File: src/logic/safcs_pkg.sv
/*
 * Constants for the second address filter and CSMA-CA statistics block:
 * register indices, field positions, reset values, timing counts, FSM codes.
 * Assumes a 100 MHz baseband clock and a 32-bit APB register port.
 */
package safcs_pkg;
  // Register indices; byte address is four times the index
  localparam logic [7:0]  IDX_BOP_TOTAL  = 8'hd4;
  localparam logic [7:0]  IDX_CCA_TOTAL  = 8'hd6;
  localparam logic [7:0]  IDX_FILT_CTL   = 8'hdf;
  localparam logic [7:0]  IDX_PAN_ID     = 8'he0;
  localparam logic [7:0]  IDX_SHORT_ADDR = 8'he2;
  localparam logic [7:0]  IDX_EXT_W0     = 8'he4;
  localparam logic [7:0]  IDX_EXT_W1     = 8'he6;
  localparam logic [7:0]  IDX_EXT_W2     = 8'he8;
  localparam logic [7:0]  IDX_EXT_W3     = 8'hea;
  localparam logic [7:0]  IDX_TIMEOUT    = 8'hec;
  localparam int unsigned APB_AW         = 10;
  // Control byte fields
  localparam int unsigned CTL_COORD_BIT  = 0;
  localparam int unsigned CTL_PEND_BIT   = 1;
  localparam int unsigned CTL_MON1_BIT   = 2;
  localparam int unsigned CTL_MON2_BIT   = 3;
  // Widths
  localparam int unsigned BOP_W          = 12;
  localparam int unsigned CCA_W          = 8;
  localparam int unsigned TMO_W          = 12;
  // Reset values
  localparam logic [1:0]  RST_FILT_CTL   = 2'h0;
  localparam logic [15:0] RST_PAN_ID     = 16'hffff;
  localparam logic [15:0] RST_SHORT_ADDR = 16'hffff;
  localparam logic [15:0] RST_EXT_WORD   = 16'h0000;
  localparam logic [11:0] RST_TIMEOUT    = 12'h7d0;
  localparam logic [15:0] BCAST_ID       = 16'hffff;
  // Destination address modes
  localparam logic [1:0]  DST_NONE       = 2'h0;
  localparam logic [1:0]  DST_SHORT      = 2'h2;
  localparam logic [1:0]  DST_EXT        = 2'h3;
  // Timeout step of 1 us in clock cycles
  localparam int unsigned TMO_STEP_NS    = 1000;
  localparam int unsigned CLK_PERIOD_NS  = 10;
  localparam int unsigned TMO_STEP_CYC   = TMO_STEP_NS / CLK_PERIOD_NS;
  localparam int unsigned PRESC_W        = 7;

  typedef enum logic [1:0] {
    TMO_IDLE = 2'b01,
    TMO_WAIT = 2'b10
  } safcs_tmo_state_t;
endpackage : safcs_pkg

File: src/logic/safcs_frame_if.sv
/*
 * Received frame header fields passed from the top to the matcher.
 * Assumes fields are valid in the cycle the top samples the match result.
 */
`timescale 1ns/1ns
`default_nettype none
interface safcs_frame_if;
  logic [1:0]  version;
  logic        is_beacon;
  logic        dst_pan_present;
  logic [1:0]  dst_mode;
  logic [15:0] dst_pan;
  logic [15:0] dst_short;
  logic [63:0] dst_ext;
  logic [15:0] src_pan;
  logic [15:0] first_pan;
  logic        primary_coord_select;
  modport src (output version, is_beacon, dst_pan_present, dst_mode, dst_pan,
               dst_short, dst_ext, src_pan, first_pan, primary_coord_select);
  modport match (input version, is_beacon, dst_pan_present, dst_mode, dst_pan,
                 dst_short, dst_ext, src_pan, first_pan, primary_coord_select);
endinterface : safcs_frame_if
`default_nettype wire

File: src/logic/safcs_sat_counter.sv
/*
 * Saturating event counter for the CSMA-CA statistics totals.
 * Assumes one increment pulse per event, synchronous to clk_in.
 */
`timescale 1ns/1ns
`default_nettype none
module safcs_sat_counter #(
  parameter int unsigned WIDTH = 8
) (
  input  wire logic             clk_in,
  input  wire logic             reset_in,
  input  wire logic             inc_in,
  output logic [WIDTH-1:0]      count_out
);
  if (WIDTH < 1 || WIDTH > 16) begin : g_bad_width
    $error("Counter width out of range");
  end

  logic [WIDTH-1:0] count_reg;
  logic [WIDTH-1:0] count_next;
  wire              at_max = &count_reg;

  assign count_next = (inc_in && !at_max) ? count_reg + 1'b1 : count_reg;
  assign count_out  = count_reg;

  always_ff @(posedge clk_in) begin
    if (reset_in) count_reg <= '0;
    else count_reg <= count_next;
  end

  AST_CNT_INC: assert property (@(posedge clk_in) disable iff (reset_in)
    inc_in && !at_max |=> count_reg == $past(count_reg) + 1'b1)
    else $error("Counter missed an event");
  AST_CNT_HOLD: assert property (@(posedge clk_in) disable iff (reset_in)
    at_max |=> at_max)
    else $error("Counter wrapped past its maximum");
endmodule : safcs_sat_counter
`default_nettype wire

File: src/logic/safcs_addr_match.sv
/*
 * Second address match for one received frame header.
 * Assumes header fields are stable while the result is sampled.
 */
`timescale 1ns/1ns
`default_nettype none
module safcs_addr_match (
  safcs_frame_if.match        frame,
  input  wire logic [15:0]    pan_id_in,
  input  wire logic [15:0]    short_addr_in,
  input  wire logic [63:0]    ext_addr_in,
  input  wire logic           coord_select_in,
  output logic                hit_out
);
  wire pan_ok   = frame.dst_pan == pan_id_in || frame.dst_pan == safcs_pkg::BCAST_ID;
  wire short_ok = frame.dst_mode == safcs_pkg::DST_SHORT &&
                  (frame.dst_short == short_addr_in ||
                   frame.dst_short == safcs_pkg::BCAST_ID);
  wire ext_ok   = frame.dst_mode == safcs_pkg::DST_EXT && frame.dst_ext == ext_addr_in;
  wire src_ok   = frame.src_pan == pan_id_in || frame.src_pan == frame.first_pan ||
                  pan_id_in == safcs_pkg::BCAST_ID ||
                  frame.first_pan == safcs_pkg::BCAST_ID;
  wire beacon_ok = coord_select_in && frame.version <= 2'h1 && frame.is_beacon &&
                   !frame.dst_pan_present && frame.dst_mode == safcs_pkg::DST_NONE &&
                   src_ok && !frame.primary_coord_select;

  assign hit_out = (frame.dst_pan_present && pan_ok && (short_ok || ext_ok)) || beacon_ok;
endmodule : safcs_addr_match
`default_nettype wire

File: src/logic/safcs_top.sv
/*
 * Second address filter extension and CSMA-CA statistics, with the
 * acknowledgement wait timeout, behind a zero-wait APB slave.
 * Assumes header fields and event pulses come from the receive path,
 * synchronous to clk_in; the first filter supplies its match and PAN ID.
 */
`timescale 1ns/1ns
`default_nettype none

// Function
// - Count CSMA-CA backoff periods into a read-only 12-bit total, reset zero.
// - Count CSMA-CA clear channel assessments into read-only 8-bit total, reset zero.
// - Coordinator option bit makes second address act as coordinator address.
// - Acknowledgement pending bit takes second pending setting for second-address frames.
// - Two read-only match monitors, read from the bank chosen by bank select.
// - Monitors are meaningless while address extension is disabled.
// - Coordinator condition accepts qualifying beacon frames without destination fields.
// - Control byte: coordinator bit 0, pending bit 1, monitors bits 2, 3 read-only.
// - Second PAN identifier setting, 16 bits, resets to all ones.
// - Second short address setting, 16 bits, resets to all ones.
// - Second extended address in four 16-bit words, each resetting to zero.
// - Extended address words map highest word to bits 63 to 48, downward.
// - Auto receive timeout fires when no PHR starts within programmed microseconds.
// - Timeout setting resets to 2000 microseconds.
module safcs_top #(
  parameter int unsigned STEP_CYCLES = safcs_pkg::TMO_STEP_CYC
) (
  input  wire logic                          clk_in,
  input  wire logic                          reset_in,
  input  wire logic                          psel_in,
  input  wire logic                          penable_in,
  input  wire logic                          pwrite_in,
  input  wire logic [safcs_pkg::APB_AW-1:0]  paddr_in,
  input  wire logic [31:0]                   pwdata_in,
  output logic      [31:0]                   prdata_out,
  output logic                               pready_out,
  output logic                               pslverr_out,
  input  wire logic                          backoff_pulse_in,
  input  wire logic                          cca_pulse_in,
  input  wire logic                          frame_valid_in,
  input  wire logic [1:0]                    frame_version_in,
  input  wire logic                          frame_is_beacon_in,
  input  wire logic                          dst_pan_present_in,
  input  wire logic [1:0]                    dst_addr_mode_in,
  input  wire logic [15:0]                   dst_pan_in,
  input  wire logic [15:0]                   dst_short_in,
  input  wire logic [63:0]                   dst_ext_in,
  input  wire logic [15:0]                   src_pan_in,
  input  wire logic [15:0]                   first_pan_in,
  input  wire logic                          primary_coord_select_in,
  input  wire logic                          first_match_in,
  input  wire logic                          frame_bank_in,
  input  wire logic                          address_ext_enable_in,
  input  wire logic                          rx_bank_select_in,
  input  wire logic                          auto_rx_timeout_enable_in,
  input  wire logic                          ack_wait_start_in,
  input  wire logic                          phr_start_in,
  output logic                               second_match_out,
  output logic                               ack_pending_out,
  output logic                               ack_timeout_out
);
  if (STEP_CYCLES < 1 || STEP_CYCLES > (1 << safcs_pkg::PRESC_W)) begin : g_bad_step
    $error("STEP_CYCLES does not fit the prescaler");
  end

  ////////////////////////////////////////////////////////////////////////////
  // Register storage
  logic [1:0]                    ctl_reg;
  logic [15:0]                   pan_id_reg;
  logic [15:0]                   short_addr_reg;
  logic [15:0]                   ext_word_reg [4];
  logic [safcs_pkg::TMO_W-1:0]   timeout_reg;
  logic [31:0]                   prdata_reg;
  logic                          pslverr_reg;
  logic [1:0]                    mon1_bank_reg;
  logic [1:0]                    mon2_bank_reg;
  logic                          second_match_reg;
  logic                          ack_pending_reg;
  logic [safcs_pkg::BOP_W-1:0]   bop_total;
  logic [safcs_pkg::CCA_W-1:0]   cca_total;
  logic                          second_hit;

  ////////////////////////////////////////////////////////////////////////////
  // APB decode
  wire       setup     = psel_in && !penable_in;
  wire       access    = psel_in && penable_in;
  wire       aligned   = paddr_in[1:0] == 2'b00;
  wire [7:0] idx       = paddr_in[safcs_pkg::APB_AW-1:2];
  wire       sel_bop   = aligned && idx == safcs_pkg::IDX_BOP_TOTAL;
  wire       sel_cca   = aligned && idx == safcs_pkg::IDX_CCA_TOTAL;
  wire       sel_ctl   = aligned && idx == safcs_pkg::IDX_FILT_CTL;
  wire       sel_pan   = aligned && idx == safcs_pkg::IDX_PAN_ID;
  wire       sel_short = aligned && idx == safcs_pkg::IDX_SHORT_ADDR;
  wire       sel_tmo   = aligned && idx == safcs_pkg::IDX_TIMEOUT;
  wire [3:0] sel_ext;
  assign sel_ext[0] = aligned && idx == safcs_pkg::IDX_EXT_W0;
  assign sel_ext[1] = aligned && idx == safcs_pkg::IDX_EXT_W1;
  assign sel_ext[2] = aligned && idx == safcs_pkg::IDX_EXT_W2;
  assign sel_ext[3] = aligned && idx == safcs_pkg::IDX_EXT_W3;
  wire       mapped    = sel_bop || sel_cca || sel_ctl || sel_pan || sel_short ||
                         sel_tmo || (|sel_ext);
  wire       wr        = access && pwrite_in;

  ////////////////////////////////////////////////////////////////////////////
  // Read data
  wire        mon1_rd = address_ext_enable_in && mon1_bank_reg[rx_bank_select_in];
  wire        mon2_rd = address_ext_enable_in && mon2_bank_reg[rx_bank_select_in];
  wire [7:0]  ctl_rd  = {4'h0, mon2_rd, mon1_rd, ctl_reg};
  wire [63:0] ext_addr = {ext_word_reg[3], ext_word_reg[2],
                          ext_word_reg[1], ext_word_reg[0]};
  wire [31:0] rd_mux =
      sel_bop    ? {20'h0_0000, bop_total} :
      sel_cca    ? {24'h00_0000, cca_total} :
      sel_ctl    ? {24'h00_0000, ctl_rd} :
      sel_pan    ? {16'h0000, pan_id_reg} :
      sel_short  ? {16'h0000, short_addr_reg} :
      sel_ext[0] ? {16'h0000, ext_word_reg[0]} :
      sel_ext[1] ? {16'h0000, ext_word_reg[1]} :
      sel_ext[2] ? {16'h0000, ext_word_reg[2]} :
      sel_ext[3] ? {16'h0000, ext_word_reg[3]} :
      sel_tmo    ? {20'h0_0000, timeout_reg} : 32'h0000_0000;

  // Answer is captured at setup so the data leaves a flip-flop
  always_ff @(posedge clk_in) begin
    if (reset_in) begin
      prdata_reg  <= 32'h0000_0000;
      pslverr_reg <= 1'b0;
    end else if (setup) begin
      prdata_reg  <= rd_mux;
      pslverr_reg <= !mapped;
    end
  end

  assign prdata_out  = prdata_reg;
  assign pready_out  = 1'b1;
  assign pslverr_out = access && pslverr_reg;

  ////////////////////////////////////////////////////////////////////////////
  // Writable settings
  always_ff @(posedge clk_in) begin
    if (reset_in) begin
      ctl_reg        <= safcs_pkg::RST_FILT_CTL;
      pan_id_reg     <= safcs_pkg::RST_PAN_ID;
      short_addr_reg <= safcs_pkg::RST_SHORT_ADDR;
      timeout_reg    <= safcs_pkg::RST_TIMEOUT;
    end else if (wr) begin
      if (sel_ctl) ctl_reg <= pwdata_in[safcs_pkg::CTL_PEND_BIT:safcs_pkg::CTL_COORD_BIT];
      if (sel_pan) pan_id_reg <= pwdata_in[15:0];
      if (sel_short) short_addr_reg <= pwdata_in[15:0];
      if (sel_tmo) timeout_reg <= pwdata_in[safcs_pkg::TMO_W-1:0];
    end
  end

  for (genvar w = 0; w < 4; w++) begin : g_ext_word
    always_ff @(posedge clk_in) begin
      if (reset_in) ext_word_reg[w] <= safcs_pkg::RST_EXT_WORD;
      else if (wr && sel_ext[w]) ext_word_reg[w] <= pwdata_in[15:0];
    end
  end

  ////////////////////////////////////////////////////////////////////////////
  // Statistics counters
  safcs_sat_counter #(.WIDTH(safcs_pkg::BOP_W)) u_bop_total (
    .clk_in    (clk_in),
    .reset_in  (reset_in),
    .inc_in    (backoff_pulse_in),
    .count_out (bop_total)
  );

  safcs_sat_counter #(.WIDTH(safcs_pkg::CCA_W)) u_cca_total (
    .clk_in    (clk_in),
    .reset_in  (reset_in),
    .inc_in    (cca_pulse_in),
    .count_out (cca_total)
  );

  ////////////////////////////////////////////////////////////////////////////
  // Second address match and monitor banks
  safcs_frame_if frame_bus ();
  assign frame_bus.version              = frame_version_in;
  assign frame_bus.is_beacon            = frame_is_beacon_in;
  assign frame_bus.dst_pan_present      = dst_pan_present_in;
  assign frame_bus.dst_mode             = dst_addr_mode_in;
  assign frame_bus.dst_pan              = dst_pan_in;
  assign frame_bus.dst_short            = dst_short_in;
  assign frame_bus.dst_ext              = dst_ext_in;
  assign frame_bus.src_pan              = src_pan_in;
  assign frame_bus.first_pan            = first_pan_in;
  assign frame_bus.primary_coord_select = primary_coord_select_in;

  safcs_addr_match u_match (
    .frame           (frame_bus),
    .pan_id_in       (pan_id_reg),
    .short_addr_in   (short_addr_reg),
    .ext_addr_in     (ext_addr),
    .coord_select_in (ctl_reg[safcs_pkg::CTL_COORD_BIT]),
    .hit_out         (second_hit)
  );

  for (genvar b = 0; b < 2; b++) begin : g_bank
    always_ff @(posedge clk_in) begin
      if (reset_in) begin
        mon1_bank_reg[b] <= 1'b0;
        mon2_bank_reg[b] <= 1'b0;
      end else if (frame_valid_in && frame_bank_in == 1'(b)) begin
        mon1_bank_reg[b] <= first_match_in;
        mon2_bank_reg[b] <= second_hit;
      end
    end
  end

  always_ff @(posedge clk_in) begin
    if (reset_in) begin
      second_match_reg <= 1'b0;
      ack_pending_reg  <= 1'b0;
    end else if (frame_valid_in) begin
      second_match_reg <= second_hit;
      ack_pending_reg  <= second_hit && ctl_reg[safcs_pkg::CTL_PEND_BIT];
    end
  end

  assign second_match_out = second_match_reg;
  assign ack_pending_out  = ack_pending_reg;

  ////////////////////////////////////////////////////////////////////////////
  // Acknowledgement wait timeout
  safcs_pkg::safcs_tmo_state_t    tmo_state_reg;
  safcs_pkg::safcs_tmo_state_t    tmo_state_next;
  logic [safcs_pkg::PRESC_W-1:0]  presc_reg;
  logic [safcs_pkg::TMO_W-1:0]    us_cnt_reg;
  logic                           timeout_reg_out;

  wire                            step_done = presc_reg == STEP_CYCLES[safcs_pkg::PRESC_W-1:0] - 1'b1;
  wire [safcs_pkg::TMO_W:0]       us_after  = {1'b0, us_cnt_reg} + 1'b1;
  wire                            expire    = step_done && us_after >= {1'b0, timeout_reg};

  always_comb begin
    tmo_state_next = tmo_state_reg;
    unique case (tmo_state_reg)
      safcs_pkg::TMO_IDLE: begin
        if (ack_wait_start_in && auto_rx_timeout_enable_in) tmo_state_next = safcs_pkg::TMO_WAIT;
      end
      safcs_pkg::TMO_WAIT: begin
        if (phr_start_in || !auto_rx_timeout_enable_in || expire) begin
          tmo_state_next = safcs_pkg::TMO_IDLE;
        end
      end
      default: tmo_state_next = safcs_pkg::TMO_IDLE;
    endcase
  end

  wire waiting = tmo_state_reg == safcs_pkg::TMO_WAIT;

  always_ff @(posedge clk_in) begin
    if (reset_in) begin
      tmo_state_reg   <= safcs_pkg::TMO_IDLE;
      presc_reg       <= '0;
      us_cnt_reg      <= '0;
      timeout_reg_out <= 1'b0;
    end else begin
      tmo_state_reg   <= tmo_state_next;
      presc_reg       <= (!waiting || step_done) ? '0 : presc_reg + 1'b1;
      us_cnt_reg      <= !waiting ? '0 : (step_done ? us_after[safcs_pkg::TMO_W-1:0] : us_cnt_reg);
      timeout_reg_out <= waiting && !phr_start_in && auto_rx_timeout_enable_in && expire;
    end
  end

  assign ack_timeout_out = timeout_reg_out;

  ////////////////////////////////////////////////////////////////////////////
  // Checks
  logic [19:0] wait_cyc_reg;
  always_ff @(posedge clk_in) begin
    if (reset_in || !waiting) wait_cyc_reg <= '0;
    else wait_cyc_reg <= wait_cyc_reg + 1'b1;
  end
  logic [19:0] wait_cyc_seen;
  always_ff @(posedge clk_in) begin
    if (reset_in) wait_cyc_seen <= '0;
    else if (waiting) wait_cyc_seen <= wait_cyc_reg + 1'b1;
  end

  AST_TIMEOUT_LEN: assert property (@(posedge clk_in) disable iff (reset_in)
    ack_timeout_out && timeout_reg != '0 |->
      wait_cyc_seen == 20'(timeout_reg) * 20'(STEP_CYCLES))
    else $error("Timeout fired at the wrong time");
  AST_RESET_VALUES: assert property (@(posedge clk_in)
    reset_in |=> timeout_reg == 12'h7d0 && pan_id_reg == 16'hffff &&
                 short_addr_reg == 16'hffff && ext_addr == 64'h0 && ctl_reg == 2'h0)
    else $error("Settings not at their reset values");
  AST_PEND_BIT: assert property (@(posedge clk_in) disable iff (reset_in)
    frame_valid_in |=> ack_pending_out == ($past(second_hit) && $past(ctl_reg[1])))
    else $error("Pending bit not from the second pending setting");
  AST_MON_RO: assert property (@(posedge clk_in) disable iff (reset_in)
    wr && sel_ctl && !frame_valid_in |=> $stable(mon1_bank_reg) && $stable(mon2_bank_reg))
    else $error("Monitor bits changed by a write");
  AST_MON_OFF: assert property (@(posedge clk_in) disable iff (reset_in)
    setup && sel_ctl && !address_ext_enable_in |=> prdata_out[3:2] == 2'b00)
    else $error("Monitors visible while extension disabled");
  AST_MON_BANK: assert property (@(posedge clk_in) disable iff (reset_in)
    frame_valid_in ##1 !frame_valid_in
    ##1 setup && sel_ctl && address_ext_enable_in && !frame_valid_in &&
        rx_bank_select_in == $past(frame_bank_in, 2)
    |=> prdata_out[3] == $past(second_hit, 3))
    else $error("Second monitor does not show the selected bank");
  AST_BEACON: assert property (@(posedge clk_in) disable iff (reset_in)
    ctl_reg[0] && frame_is_beacon_in && frame_version_in == 2'b01 && !dst_pan_present_in &&
    dst_addr_mode_in == 2'b00 && !primary_coord_select_in && src_pan_in == pan_id_reg
    |-> second_hit)
    else $error("Qualifying beacon rejected");
  AST_EXT_MAP: assert property (@(posedge clk_in) disable iff (reset_in)
    wr && sel_ext[3] |=> ext_addr[63:48] == $past(pwdata_in[15:0]))
    else $error("Extended address word mapping wrong");
  AST_PHR_STOPS: assert property (@(posedge clk_in) disable iff (reset_in)
    waiting && phr_start_in |=> !ack_timeout_out && !waiting)
    else $error("Timeout kept after a PHR start");
  AST_IDLE_QUIET: assert property (@(posedge clk_in) disable iff (reset_in)
    !waiting |=> !ack_timeout_out)
    else $error("Timeout outside an acknowledgement wait");
  AST_PEND_ZERO: assert property (@(posedge clk_in) disable iff (reset_in)
    !second_match_out |-> !ack_pending_out)
    else $error("Pending bit set for a missed frame");
  AST_CTL_WRITE: assert property (@(posedge clk_in) disable iff (reset_in)
    wr && sel_ctl |=> ctl_reg == $past(pwdata_in[1:0]))
    else $error("Control bits not taken from the write");
  AST_CCA_RO: assert property (@(posedge clk_in) disable iff (reset_in)
    wr && sel_cca && !cca_pulse_in |=> $stable(cca_total))
    else $error("Write reached the assessment total");

  COV_TIMEOUT: cover property (@(posedge clk_in) disable iff (reset_in) ack_timeout_out);
  COV_BEACON: cover property (@(posedge clk_in) disable iff (reset_in)
    frame_valid_in && second_hit && ctl_reg[0] && !dst_pan_present_in);
  COV_BOP_SAT: cover property (@(posedge clk_in) disable iff (reset_in)
    &bop_total && backoff_pulse_in);
  COV_MON_OFF: cover property (@(posedge clk_in) disable iff (reset_in)
    setup && sel_ctl && !address_ext_enable_in);
  COV_PHR_STOP: cover property (@(posedge clk_in) disable iff (reset_in)
    waiting && phr_start_in);
endmodule : safcs_top
`default_nettype wire

File: config.mk
export PLATFORM = sky130hd
export DESIGN_NAME = safcs_top
export DESIGN_NICKNAME = d
export VERILOG_FILES = /design/src/logic/safcs_pkg.sv /design/src/logic/safcs_frame_if.sv /design/src/logic/safcs_sat_counter.sv /design/src/logic/safcs_addr_match.sv /design/src/logic/safcs_top.sv
export SDC_FILE = /design/constraint.sdc
export NUM_CORES = 1
export LEC_CHECK = 0
export BUFFER_PORTS_ARGS = -buffer_cell sky130_fd_sc_hd__buf_2
export CORE_MARGIN = 2
export CORE_UTILIZATION = 45
export CTS_CLUSTER_SIZE = 28
export DETAILED_ROUTE_END_ITERATION = 6
export PLACE_DENSITY = 0.68
export SYNTH_ARGS = -nofsm -noshare
export SYNTH_HDL_FRONTEND = slang
export SYNTH_SLANG_ARGS = --single-unit
export TNS_END_PERCENT = 30
File: constraint.sdc
create_clock -name clk_in -period 5.4 [get_ports clk_in]
set_input_delay 0.54 -clock clk_in [delete_from_list [all_inputs] [get_ports clk_in]]
set_output_delay 0.54 -clock clk_in [all_outputs]
set_load 0.01 [all_outputs]
After elaboration in Yosys (flattened, before gate mapping)
Memories as Yosys holds them, arrays and structs flattened.
Cells that the tools add are included.

word-level totals
  bits in registers = 127
  memory bits (writable) = 64
  bits of input ports = 192
  output and inout port bits = 37
  logic and storage cells = 170
  memories kept = 1

operators by class
  $add $sub $neg = 4
  order comparisons = 3
  equal/unequal tests = 26
  muxes and demuxes = 35
  bitwise gates (word level) = 6
  reductions and logical operators = 77

memory list
  memory        depth  width  read ports  clocked after memory_dff  write ports  line             text
  ext_word_reg  4      16     4           0                         4            safcs_top.sv:71  logic [15:0] ext_word_reg [4];

operators with widths
  cell                                                              count
  16-bit 2-to-1 mux                                                 13
  8-bit == test (second input constant)                             10
  16-bit == test                                                    4
  16-bit == test (second input constant)                            4
  64-bit == test                                                    1
  1-bit logical AND                                                 40
  1-bit 2-to-1 mux                                                  18
  1-bit logical OR                                                  16
  12-bit by 1-bit adder with 13-bit output (second input constant)  1
  13-bit by 12-bit >= comparator with 1-bit output                  1
  12-bit by 1-bit adder with 12-bit output (second input constant)  1
  12-bit 2-to-1 mux                                                 1
  12-bit AND reduction                                              1
  2-bit AND reduction                                               5
  1-bit logical NOT                                                 9
  8-bit by 1-bit adder with 8-bit output (second input constant)    1
  8-bit AND reduction                                               1
  7-bit by 1-bit adder with 7-bit output (second input constant)    1
  7-bit == test (second input constant)                             1
  2-bit == test (second input constant)                             3
  2-bit logical NOT                                                 2
  2-bit 2-to-1 mux                                                  2
  1-bit bitwise OR                                                  4
  2-bit case mux with 2 select lines                                1
  8 further kinds                                                   10

Longest topological paths before layout
Gate-level depths: netlist (run 1).

  depth after elaboration = 12
  mapped depth = 11
  mapped depth without buffers = 11

By module
A second synthesis (run 1) with hierarchy kept.

unflattened totals
  cells, all modules = 1097
  area total of the unflattened synthesis = 10443.8 um2

by module, submodules not included
  module                           instances  cells each  area an instance (um2)  sequential area each (um2)
  safcs_top                        1          789         7803.7                  3743.6
  safcs_addr_match                 1          197         1561.5                  0.0
  safcs_sat_counter (u_bop_total)  1          67          631.9                   240.2
  safcs_sat_counter (u_cca_total)  1          44          446.7                   160.2

Worst setup path after synthesis (run 1)
Ideal clock, no wire load.

  path type = in2reg
  from = input paddr_in[1] (netlist bit)
  to = memory ext_word_reg[2][0] (enable)
  library setup time = 0.392 ns
  arrival = 2.387 ns
  required time = 5.008 ns
  setup slack = 2.620 ns
  cell stages on the path = 5
  path buffers = 1
  cells stage by stage = or4_1 buf_2 nor2_1 nand2_1 o21bai_1

RTL lines
  what         line             text
  from (decl)  safcs_top.sv:33  input wire logic [safcs_pkg::APB_AW-1:0] paddr_in,
  to (decl)    safcs_top.sv:71

==> results of run 1 <==
where the power goes:
group / internal [uW] / leakage [uW] / switching (uW)
sequential: 1400 / 0.00151 / 39.5
combinational: 132 / 0.00260 / 189
clock: 717 / 0.000294 / 555
total: 2250 / 0.00440 / 783
cells by family (layout without fill, tap and decap cells):
family                     Yosys count  in the layout  share of synthesized area [%]
and+or+nand+nor                    439            439                           23.9
AOI/OAI and AO/OA                  209            209                           14.6
DFF                                175            175                           40.4
xor gates and xnor gates           157            157                           13.4
buffers and inverters               91            255                           4.28
adders and majority gates           16             16                           1.95
muxes                               14             14                           1.37
other                                2             18                         0.0732
metal layers:
metal,up-vias,global-route usage [%]
met2,423,45.4
met5,-,0
met3,75,4.90
met1,4338,36.5
met4,0,13.4
li1,4327,-
metrics by stage:
step / instances / worst slack (ns) / hold slack (ns) / instance area (sq um) / total power (uW)
CTS: 1567 / 2.32 / 0.343 / 12000 / 3040
global placement: 1535 / 1.94 / 0.443 / 11400 / 1780
detailed placement: 1535 / 1.91 / 0.459 / 11400 / 1780
global route: 1567 / 2.10 / 0.375 / 12000 / 3120
finish: 1568 / 2.19 / 0.353 / 12000 / 3030
floorplan: 1118 / 2.62 / 0.430 / 10300 / 1620
cell type report:
type	instances	area, sq um	share of cell area (%)
Inverter	22	82.6	0.690
Timing Repair Buffer	201	1030	8.58
Clock buffer	19	453	3.79
Antenna cell	1	2.50	0.0209
Clock inverter	13	153	1.28
Multi-Input combinational cell	852	5750	48.0
Tap cell	285	357	2.98
Sequential cell	175	4140	34.6
final timing paths:
check | from | end | cells after the start
setup / recovery | paddr_in[5] | ext_word_reg[3][6] | 5
hold / removal | frame_bank_in | mon2_bank_reg[1] | 2
setup reg to reg | us_cnt_reg[0] | tmo_state_reg[0] | 10
hold reg to reg | presc_reg[0] | presc_reg[0] | 1
cells in the mapped netlist (24+ instances only):
| cell | n |
|---|---|
| sky130_fd_sc_hd__xnor2_1 | 107 |
| sky130_fd_sc_hd__nand2_1 | 47 |
| sky130_fd_sc_hd__a211o_1 | 42 |
| sky130_fd_sc_hd__a22oi_1 | 29 |
| sky130_fd_sc_hd__nand3_1 | 24 |
| sky130_fd_sc_hd__xor2_1 | 50 |
| sky130_fd_sc_hd__nor2_1 | 85 |
| sky130_fd_sc_hd__clkbuf_1 | 31 |
| sky130_fd_sc_hd__nor2b_1 | 44 |
| sky130_fd_sc_hd__nand4_1 | 58 |
| sky130_fd_sc_hd__nor4_1 | 26 |
| sky130_fd_sc_hd__a21oi_1 | 34 |
| sky130_fd_sc_hd__dfxtp_1 | 111 |
| sky130_fd_sc_hd__and2_1 | 68 |
| sky130_fd_sc_hd__edfxtp_1 | 64 |
| sky130_fd_sc_hd__o21ai_0 | 33 |
==> Flow_metrics.wiki, run 1 <==
{| class="wikitable"
! Metric !! Value
|-
| Most common cell after layout, fill and taps aside || sky130_fd_sc_hd__buf_2
|-
| Main synth FF type || sky130_fd_sc_hd__dfxtp_1
|-
| Initial cell density of the core || a little under half
|-
| Cells along the critical path || buf_2 > nor2b_1 > and2_1 > nor3b_2 > and2_1
|-
| Fin crit share || 59.4%
|-
| VDD IR-drop max || 0.231 mV
|-
| Weighted congestion at the end of routability-driven global placement || 0.975
|-
| Setup slack, reg-to-reg || between 2 and 2.5 ns
|-
| Most used cell, CP || sky130_fd_sc_hd__and2_1
|-
| Worst-path fanout max || 23
|-
| Min cycle time layout || 3.21 ns
|-
| Via count || roughly 9200
|-
| Die area || 24000 sq um
|-
| Family with the most delay on the worst path || simple AND/OR/NAND/NOR gates
|-
| Leakage || 0.00440 uW
|-
| Global-route wire length before repair || 50900 microns
|-
| Detail Route met3 WL || 2700 microns
|-
| Grt ovf || 0
|-
| Hold_buf cts || 0
|-
| Flip-flop count of the largest register, all copies and words added || 64
|-
| RSZ-0062 raised after global routing || false
|-
| First drt pass iteration count || 7
|-
| Detailed-route wire length || between 30000 and 40000 microns
|-
| Clock net sink count || 175
|-
| Highest layer used for signal routing || met4
|-
| Nets || roughly 1500
|-
| Highest attainable clock frequency || 312 MHz
|-
| Biggest cell delay along the critical path || 0.93 ns
|-
| Library cell occupying the most area in the post-synthesis netlist || sky130_fd_sc_hd__dfxtp_1
|-
| Start-to-end type of the worst setup path || primary input to flip-flop
|-
| Power per cell area || 253 nW/um^2
|-
| Status || finished with violations
|-
| Violations in the final reports || DRC
|-
| Number of placed I/O pins || approximately 230
|-
| Source-to-sink clock delay at the later pin of the worst-skew pair || 0.43 ns
|-
| Post-CTS Repair Setup Buffers || 0
|-
| Chip height || about 160 microns
|-
| Clock tree from TritonCTS || yes
|-
| Count of yosys warnings during synthesis || 0
|-
| Antenna violations before repair || 1
|-
| Routed length on met2 || around 16000 microns
|-
| GR Util All Layers || between 20 and 30%
|-
| Post-Synthesis Cell Area || 10300 sq um
|-
| Part of the Yosys area used for sequential elements || 40.4%
|-
| Fin Setup TNS || 0 ns
|-
| Wire length on met1 || between 10000 and 15000 microns
|-
| Distinct cell type count after synthesis || 67
|-
| Quantity of gates resized following cts || 0
|-
| Gate count after technology mapping || 1103
|-
| Max Cap Violations || 0
|-
| Number of buffers and inverters on the critical path || 1
|-
| Detailed-placement wirelength estimate || 26200 microns
|-
| Maximum level of the CTS H-tree || 4
|-
| Utilization after layout || 53.2%
|-
| Worst clock skew || 0.0111 ns
|-
| Number of DRC violations after detailed routing || 3
|-
| Fraction of final layout cells with drive strength greater than 1 || just under 20%
|-
| Worst rel slew slack || 17.9%
|-
| Arrival time of the worst setup path || 3.50 ns
|-
| Detailed-route wire length per cell || 21.5 microns
|-
| Async SR Flop Fraction || 0%
|-
| Cts bufs inserted || 17
|-
| Synth Area per Inst || a little over 9 sq um
|-
| Slowest CP cell || sky130_fd_sc_hd__nor3b_2
|-
| Critical Path End Type || flip-flop
|-
| Hold violation total from the final report || 0
|-
| CP Data Required Time || between 5 and 6 ns
|-
| Buffers from clock root to sink, at most || 2
|-
| Core Region || 22500 sq um
|-
| Die boundary width || 155 microns
|-
| Post-synthesis register bit count || 175
|-
| Worst hold path class || primary input to flip-flop
|-
| DR vias/cell || about 6
|-
| Area share of the largest cell type after synthesis || 21.7%
|-
| Max-slew violation total from the final report || 0
|-
| Number of standard-cell rows in the floorplan || 55
|-
| Tightest Pin Transition || 1.23 ns
|-
| Highest-count cells in the layout ignoring fill and taps || sky130_fd_sc_hd__buf_2, sky130_fd_sc_hd__dfxtp_1, sky130_fd_sc_hd__xnor2_1
|-
| Vias in the first global route || 8758
|-
| Count of filler cells inserted in the layout || 2072
|-
| I/O Buffers || 194
|-
| Clock-pin slew on the worst setup and hold paths || 0.07 ns
|-
| Maximum number of pins on one net before global-route repair || 62
|-
| Startpoint type of the worst setup path || primary input
|-
| Synth-to-Final Area Change || 16.6%
|-
| Number of enable flip-flop cells after synthesis || 64
|-
| Main area contributors after synthesis || sky130_fd_sc_hd__dfxtp_1, sky130_fd_sc_hd__edfxtp_1, sky130_fd_sc_hd__xnor2_1
|-
| Number of design-rule violations left by the first detailed-router iteration || about 920
|-
| Clock tree root buffer cell || sky130_fd_sc_hd__clkbuf_16
|-
| Final setup vio count || 0
|-
| Count of nets left with antenna violations after detail routing || 0
|}
Power figures use the tool's default switching activity.
==> inputs of run 2 (changes only) <==
--- a/config.mk
+++ b/config.mk
@@ -5,12 +5,13 @@
 export SDC_FILE = /design/constraint.sdc
 export NUM_CORES = 1
 export LEC_CHECK = 0
+export ABC_AREA = 1
 export BUFFER_PORTS_ARGS = -buffer_cell sky130_fd_sc_hd__buf_2
 export CORE_MARGIN = 2
 export CORE_UTILIZATION = 45
 export CTS_CLUSTER_SIZE = 28
 export DETAILED_ROUTE_END_ITERATION = 6
-export PLACE_DENSITY = 0.68
+export PLACE_DENSITY = 0.7
 export SYNTH_ARGS = -nofsm -noshare
 export SYNTH_HDL_FRONTEND = slang
 export SYNTH_SLANG_ARGS = --single-unit
==> constraint.sdc (replaced) <==
create_clock -name clk_in -period 2.85 [get_ports clk_in]
set_input_delay 0.285 -clock clk_in [delete_from_list [all_inputs] [get_ports clk_in]]
set_output_delay 0.285 -clock clk_in [all_outputs]
set_load 0.01 [all_outputs]
==> run 2 against run 1 <==
The run now ends clean; sequential power is 88% higher; design area is 5.4% higher; final cell count is 31% higher; non-clock buffer count is 9 higher; register-to-register slack worse by 2.1 ns; worst setup slack worse by 1.8 ns; worst hold slack worse by 0.26 ns; critical endpoint is now tmo_state_reg[0]; power is 88% higher; flip-flop and latch count stayed put.
==> Flow_metrics.wiki, run 2 <==
{| class="wikitable"
! Metric !! Value
|-
| Worst hold path class || primary input to flip-flop
|-
| Area used by multi-input combinational logic || 5540 sq um
|-
| Highest-count cells in the layout ignoring fill and taps || sky130_fd_sc_hd__nand2_1, sky130_fd_sc_hd__nor2_1, sky130_fd_sc_hd__inv_1
|-
| Cts bufs inserted || 17
|-
| CP Data Required Time || 3.19 ns
|-
| Synth-to-Final Area Change || 17.0%
|-
| Start-to-end type of the worst setup path || flip-flop to flip-flop
|-
| Detailed-placement wirelength estimate || 26300 microns
|-
| Weighted congestion at the end of routability-driven global placement || 0.966
|-
| Clock net sink count || 175
|-
| Main synth FF type || sky130_fd_sc_hd__dfxtp_1
|-
| Library cell occupying the most area in the post-synthesis netlist || sky130_fd_sc_hd__dfxtp_1
|-
| Max Cap Violations || 0
|-
| Main area contributors after synthesis || sky130_fd_sc_hd__dfxtp_1, sky130_fd_sc_hd__edfxtp_1, sky130_fd_sc_hd__nand2_1
|-
| Fin worst setup slack || 0.362 ns
|-
| Detailed-route wire length per cell || 16.4 microns
|-
| DR vias/cell || 5.17
|-
| Buffers from clock root to sink, at most || 2
|-
| Initial cell density of the core || 45.9%
|-
| Count of yosys warnings during synthesis || 0
|-
| Distinct cell type count after synthesis || 47
|-
| Count of nets left with antenna violations after detail routing || 0
|-
| Number of enable flip-flop cells after synthesis || 64
|-
| Number of diodes || 0
|-
| Post-CTS Repair Setup Buffers || 0
|-
| Detail Route met3 WL || between 2000 and 3000 microns
|-
| Highest layer used for signal routing || met4
|-
| Arrival time of the worst setup path || 2.83 ns
|-
| Tightest Pin Transition || 0.686 ns
|-
| Leakage || 0.00637 uW
|-
| Clock tree from TritonCTS || yes
|-
| Number of DRC violations after detailed routing || 0
|-
| Fin crit share || between 80 and 90%
|-
| Routed length on met2 || 16100 microns
|-
| Wire length on met1 || about 14000 microns
|-
| Hold_buf cts || 0
|-
| RSZ-0062 raised after global routing || false
|-
| Worst-path fanout max || 5
|-
| Post-synthesis register bit count || 175
|-
| Highest attainable clock frequency || 402 MHz
|-
| Min cycle time layout || 2.49 ns
|-
| Source-to-sink clock delay at the later pin of the worst-skew pair || roughly 0.45 ns
|-
| GR Util All Layers || 26.5%
|-
| Quantity of gates resized following cts || 0
|-
| Clock-pin slew on the worst setup and hold paths || approximately 0.06 ns
|-
| Max-slew violation total from the final report || 0
|-
| Setup slack, reg-to-reg || 0.36 ns
|-
| Count of filler cells inserted in the layout || around 2300
|-
| Gate count after technology mapping || 1535
|-
| Most common cell after layout, fill and taps aside || sky130_fd_sc_hd__nand2_1
|-
| Worst rel slew slack || 54.1%
|-
| Flip-flop count of the largest register, all copies and words added || 64
|-
| Post-Synthesis Cell Area || 10800 sq um
|-
| Die area || approximately 25000 sq um
|-
| Via count || approximately 11000
|-
| Antenna violations before repair || 0
|-
| Fraction of final layout cells with drive strength greater than 1 || 16.3%
|-
| Status || finished clean
|-
| Setup slack after placement || slightly above 0.4 ns
|-
| Core Region || approximately 23000 sq um
|-
| Number of design-rule violations left by the first detailed-router iteration || 911
|-
| Number of placed I/O pins || 229
|-
| Grt ovf || 0
|-
| Critical Path End Type || flip-flop
|-
| Min Hold Slack || 0.0894 ns
|-
| Chip height || 159 microns
|-
| Synth Area per Inst || 7.02 sq um
|-
| Detailed-route wire length || 33800 microns
|-
| Fin Setup TNS || 0 ns
|-
| VDD IR-drop max || between 0.4 and 0.5 mV
|-
| Flip-flop and latch area || 4140 sq um
|-
| Global-route wire length before repair || 52000 microns
|-
| Final setup vio count || 0
|-
| Worst clock skew || 0.00902 ns
|-
| Clock tree root buffer cell || sky130_fd_sc_hd__clkbuf_16
|-
| I/O Buffers || 194
|-
| First drt pass iteration count || 5
|-
| Area share of the largest cell type after synthesis || 20.6%
|-
| Startpoint type of the worst setup path || flip-flop
|-
| Power per cell area || 452 nW/um^2
|-
| Nets || 1934
|-
| Most frequent cell after synthesis || sky130_fd_sc_hd__nand2_1
|-
| Vias in the first global route || a little under 10000
|-
| Part of the Yosys area used for sequential elements || 38.4%
|-
| Maximum number of pins on one net before global-route repair || 34
|-
| Async SR Flop Fraction || 0%
|-
| Hold violation total from the final report || 0
|-
| Number of standard-cell rows in the floorplan || 56
|-
| Maximum level of the CTS H-tree || 4
|-
| Die boundary width || 159 microns
|-
| Most frequent cells after synthesis || sky130_fd_sc_hd__nand2_1, sky130_fd_sc_hd__nor2_1, sky130_fd_sc_hd__inv_1, sky130_fd_sc_hd__dfxtp_1, sky130_fd_sc_hd__edfxtp_1
|}
-- run 2: cell count changes after synthesis, sizes merged, moves of 42 or more --
| cell | change |
|---|---|
| xnor2 | -74 |
| nor2 | +146 |
| a211o | -42 |
| nand2 | +355 |
| and2 | -68 |
| nor2b | -44 |
| inv | +204 |
-- run 2: final timing paths --
| kind | startpoint | end | cells past startpoint |
|---|---|---|---|
| max reg2reg | us_cnt_reg[0] | tmo_state_reg[0] | 15 |
| max | us_cnt_reg[0] | tmo_state_reg[0] | 15 |
| min reg2reg | presc_reg[0] | presc_reg[0] | 1 |
| min | phr_start_in | ack_timeout_out | 4 |
-- run 2: worst max-delay path: stages (launching register included) --
cell and delay [ns]:
sky130_fd_sc_hd__dfxtp_1 0.40, sky130_fd_sc_hd__ha_1 0.21, sky130_fd_sc_hd__nand2_1 0.08, sky130_fd_sc_hd__nor2_1 0.16
sky130_fd_sc_hd__nand2_1 0.13, sky130_fd_sc_hd__nor2_1 0.17, sky130_fd_sc_hd__xor2_1 0.21, sky130_fd_sc_hd__ha_1 0.29
sky130_fd_sc_hd__a21oi_1 0.15, sky130_fd_sc_hd__o211ai_1 0.10, sky130_fd_sc_hd__nor2_1 0.11, sky130_fd_sc_hd__nand3_1 0.10
sky130_fd_sc_hd__nand2_1 0.11, sky130_fd_sc_hd__nand2_1 0.06, sky130_fd_sc_hd__nand2_1 0.07, sky130_fd_sc_hd__inv_1 0.04
-- run 2: power breakdown --
part	switching, uW	internal (uW)	total (uW)
Combinational	366	218	584
Sequential	53.7	2650	2700
Clock	1040	1380	2420
-- run 2: through the flow --
| stage | area (sq um) | utilization (%) | total power [uW] | cells |
|---|---|---|---|---|
| after floorplan | 10800 | - | 3050 | 1550 |
| after global placement | 12000 | 51.2 | 3320 | 2026 |
| after detailed placement | 12000 | 51.2 | 3330 | 2026 |
| after CTS | 12600 | 53.7 | 5700 | 2058 |
| after global routing | 12600 | 53.7 | 5880 | 2058 |
| final | 12600 | 53.7 | 5700 | 2058 |
-- run 2: kinds of logic after synthesis --
| kind of cell | count (synthesis) | synth area share (%) |
|---|---|---|
| AND/OR/NAND/NOR | 784 | 31.5 |
| buffers and inverters | 280 | 10.7 |
| AO/OA/AOI/OAI | 192 | 10.4 |
| flip-flops | 175 | 38.4 |
| XOR/XNOR | 86 | 6.99 |
| adder cells (fa/ha/maj) | 16 | 1.86 |
| other | 2 | 0.0696 |
-- run 2: cell type report --
| cell class | count | share of cell area, % |
|---|---|---|
| Clock buffer | 19 | 3.43 |
| Clock inverter | 13 | 1.27 |
| Inverter | 227 | 6.75 |
| Multi-Input combinational cell | 1095 | 43.9 |
| Sequential cell | 175 | 32.8 |
| Tap cell | 319 | 3.16 |
| Timing Repair Buffer | 210 | 8.65 |
-- run 2: metal layers --
| layer | track usage [%] | vias to the layer above |
|---|---|---|
| li1 | - | 5290 |
| met1 | 34.1 | 4848 |
| met2 | 45.5 | 460 |
| met3 | 4.75 | 48 |
| met4 | 8.09 | 0 |
| met5 | 0 | - |
==> inputs of run 3 (changes only) <==
--- a/config.mk
+++ b/config.mk
@@ -5,13 +5,12 @@
 export SDC_FILE = /design/constraint.sdc
 export NUM_CORES = 1
 export LEC_CHECK = 0
-export ABC_AREA = 1
 export BUFFER_PORTS_ARGS = -buffer_cell sky130_fd_sc_hd__buf_2
 export CORE_MARGIN = 2
 export CORE_UTILIZATION = 45
 export CTS_CLUSTER_SIZE = 28
 export DETAILED_ROUTE_END_ITERATION = 6
-export PLACE_DENSITY = 0.7
+export PLACE_DENSITY = 0.71
 export SYNTH_ARGS = -nofsm -noshare
 export SYNTH_HDL_FRONTEND = slang
 export SYNTH_SLANG_ARGS = --single-unit
==> run 3 against run 2 <==
Clock skew up 0.0022 ns; largest power group unchanged; worst setup slack worse by 0.25 ns; flip-flop and latch count unchanged; worst hold slack better by 0.0086 ns; routed wire length grew 3.9%; largest cell class unchanged; clock power down 7%; via count down 12%; die area down 4.7%; core utilization grew 0.58 points; register-to-register slack got worse by 0.25 ns; clock-buffer cell count shrank 1.
==> Flow_metrics.wiki, run 3 (same netlist as run 1, synthesis figures left out) <==
{| class="wikitable"
! Metric !! Value
|-
| Status || finished clean
|-
| Nets || 1514
|-
| Power per cell area || between 400 and 500 nW/um^2
|-
| First drt pass iteration count || 6
|-
| Terminating pin of the worst hold path || mon1_bank_reg[0]
|-
| Tightest Pin Transition || 0.755 ns
|-
| Fin Setup TNS || 0 ns
|-
| Fin crit share || 96.1%
|-
| Worst hold path class || primary input to flip-flop
|-
| Most common cell after layout, fill and taps aside || sky130_fd_sc_hd__buf_2
|-
| Post-CTS Repair Setup Buffers || 0
|-
| Cell depth of the worst hold path || 3
|-
| Via count || ~9400
|-
| Clock net sink count || 175
|-
| Layout Cell Area excl Fill || 12200 sq um
|-
| Die area || ~24000 sq um
|-
| Number of design-rule violations left by the first detailed-router iteration || 845
|-
| Final total power || approximately 5600 uW
|-
| Biggest cell delay along the critical path || 0.48 ns
|-
| Cts bufs inserted || 17
|-
| Initial cell density of the core || between 40% and 50%
|-
| Detailed-route wire length per cell || 21.9 microns
|-
| GR Util All Layers || 28.8%
|-
| Min cycle time layout || ~2.7 ns
|-
| Worst clock skew || 0.0112 ns
|-
| Number of standard-cell rows in the floorplan || 55
|-
| Placed cells || 1572
|-
| DR vias/cell || slightly below 6
|-
| Chip height || 155 microns
|-
| CP Data Required Time || 3.21 ns
|-
| Reg-to-reg critical path endpoint || ack_pending_out
|-
| Clock-pin slew on the worst setup and hold paths || 0.08 ns
|-
| Leakage || 0.00455 uW
|-
| Number of placed I/O pins || 229
|-
| Maximum level of the CTS H-tree || 4
|-
| Global-route wire length before repair || roughly 52000 microns
|-
| Cell count of the worst reg-to-reg path || 7
|-
| Worst rel slew slack || 49.3%
|-
| Cells along the critical path || xnor2_1 > nand2_1 > or3b_1 > or4_1 > nor4_1 > a41oi_1 > o31ai_1
|-
| Vias in the first global route || 8839
|-
| Number of DRC violations after detailed routing || 0
|-
| Detailed-route wire length || 35100 microns
|-
| Source-to-sink clock delay at the later pin of the worst-skew pair || 0.44 ns
|-
| Slowest CP cell || sky130_fd_sc_hd__or4_1
|-
| Buffers from clock root to sink, at most || 2
|-
| Setup slack, reg-to-reg || 0.11 ns
|-
| Setup slack after placement || 0.0482 ns
|-
| Weighted congestion at the end of routability-driven global placement || approximately 1.0
|-
| Max-slew violation total from the final report || 0
|-
| Number of cells in the finished layout apart from fillers || 1606
|-
| Startpoint type of the worst setup path || flip-flop
|-
| Standard cell area after detailed placement || between 10000 and 15000 sq um
|-
| VDD IR-drop max || about 0.44 mV
|-
| Grt ovf || 0
|-
| RSZ-0062 raised after global routing || false
|-
| Startpoint of the lowest-slack register-to-register path || ext_word_reg[0][8]
|-
| Number of buffers and inverters on the critical path || 0
|-
| Clock tree from TritonCTS || yes
|-
| Max Cap Violations || 0
|-
| Fin worst setup slack || 0.111 ns
|-
| Clock tree root buffer cell || sky130_fd_sc_hd__clkbuf_16
|-
| Start point of the worst min-delay path || first_match_in
|-
| Arrival time of the worst setup path || 3.10 ns
|-
| Final setup vio count || 0
|-
| Family with the most delay on the worst path || simple AND/OR/NAND/NOR gates
|-
| Critical Path End Type || flip-flop
|-
| Maximum number of pins on one net before global-route repair || 54
|-
| Core Region || 22500 sq um
|-
| Fraction of final layout cells with drive strength greater than 1 || 22.1%
|-
| Count of nets left with antenna violations after detail routing || 0
|-
| Highest-count cells in the layout ignoring fill and taps || sky130_fd_sc_hd__buf_2, sky130_fd_sc_hd__dfxtp_1, sky130_fd_sc_hd__xnor2_1
|-
| Antenna violations before repair || 2
|-
| Detailed-placement wirelength estimate || between 20000 and 30000 microns
|-
| Hold violation total from the final report || 0
|-
| Flip-flop count of the largest register, all copies and words added || 64
|-
| I/O Buffers || ~190
|-
| Die boundary width || between 150 and 200 microns
|-
| Worst-path fanout max || 2
|-
| Start-to-end type of the worst setup path || flip-flop to flip-flop
|-
| Highest attainable clock frequency || 365 MHz
|-
| Synth-to-Final Area Change || 19.1%
|-
| Count of filler cells inserted in the layout || just over 2000
|}
run 3: tightest hold or removal path: stages:
cell and delay [ns]:
sky130_fd_sc_hd__buf_2 0.09, sky130_fd_sc_hd__mux2i_1 0.06, sky130_fd_sc_hd__nor2_1 0.07
run 3: worst max path at each step:
stage | to | from | slack, ns | cells past startpoint
after floorplan | tmo_state_reg[0] | us_cnt_reg[2] | 0.30 | 10
after global placement | ack_pending_out | ext_word_reg[1][3] | 0.18 | 7
after detailed placement | tmo_state_reg[0] | us_cnt_reg[2] | 0.05 | 10
after CTS | tmo_state_reg[0] | us_cnt_reg[2] | 0.02 | 10
after global routing | tmo_state_reg[0] | us_cnt_reg[1] | 0.05 | 11
final | ack_pending_out | ext_word_reg[0][8] | 0.11 | 7
run 3: cell type report:
class | count | area, sq um | share of cell area (%)
antenna | 2 | 5.00 | 0.0409
clock buffer | 18 | 429 | 3.51
clock inverter | 14 | 128 | 1.04
inverter | 22 | 82.6 | 0.676
multi-input combinational | 852 | 5760 | 47.1
sequential | 175 | 4150 | 33.9
tap | 285 | 357 | 2.92
timing repair buffer | 238 | 1320 | 10.8
run 3: where the power goes:
| group | internal (uW) | switching [uW] |
|---|---|---|
| Clock | 1150 | 1090 |
| Sequential | 2650 | 71.8 |
| Combinational | 262 | 372 |
run 3: routing by layer:
layer	GRT usage [%]	wire, microns	part of all wire, %	up-vias
li1	-	-	-	4411
met4	13.2	1560	4.4	0
met1	37.6	14300	41	4419
met3	5.99	3130	8.9	90
met2	46.1	16100	46	489
met5	0	0	0	-
run 3: timing repair:
action	in CTS	in global routing
hold buffers	0	0
endpoints found under the setup margin	0	4
resized for setup	0	7
run 3: through the flow:
step | hold WS, ns | util, %
floorplan | 0.401 | -
global placement | 0.443 | 51.7
detailed placement | 0.451 | 51.7
CTS | 0.0867 | 54.2
global route | 0.105 | 54.3
finish | 0.0980 | 54.3
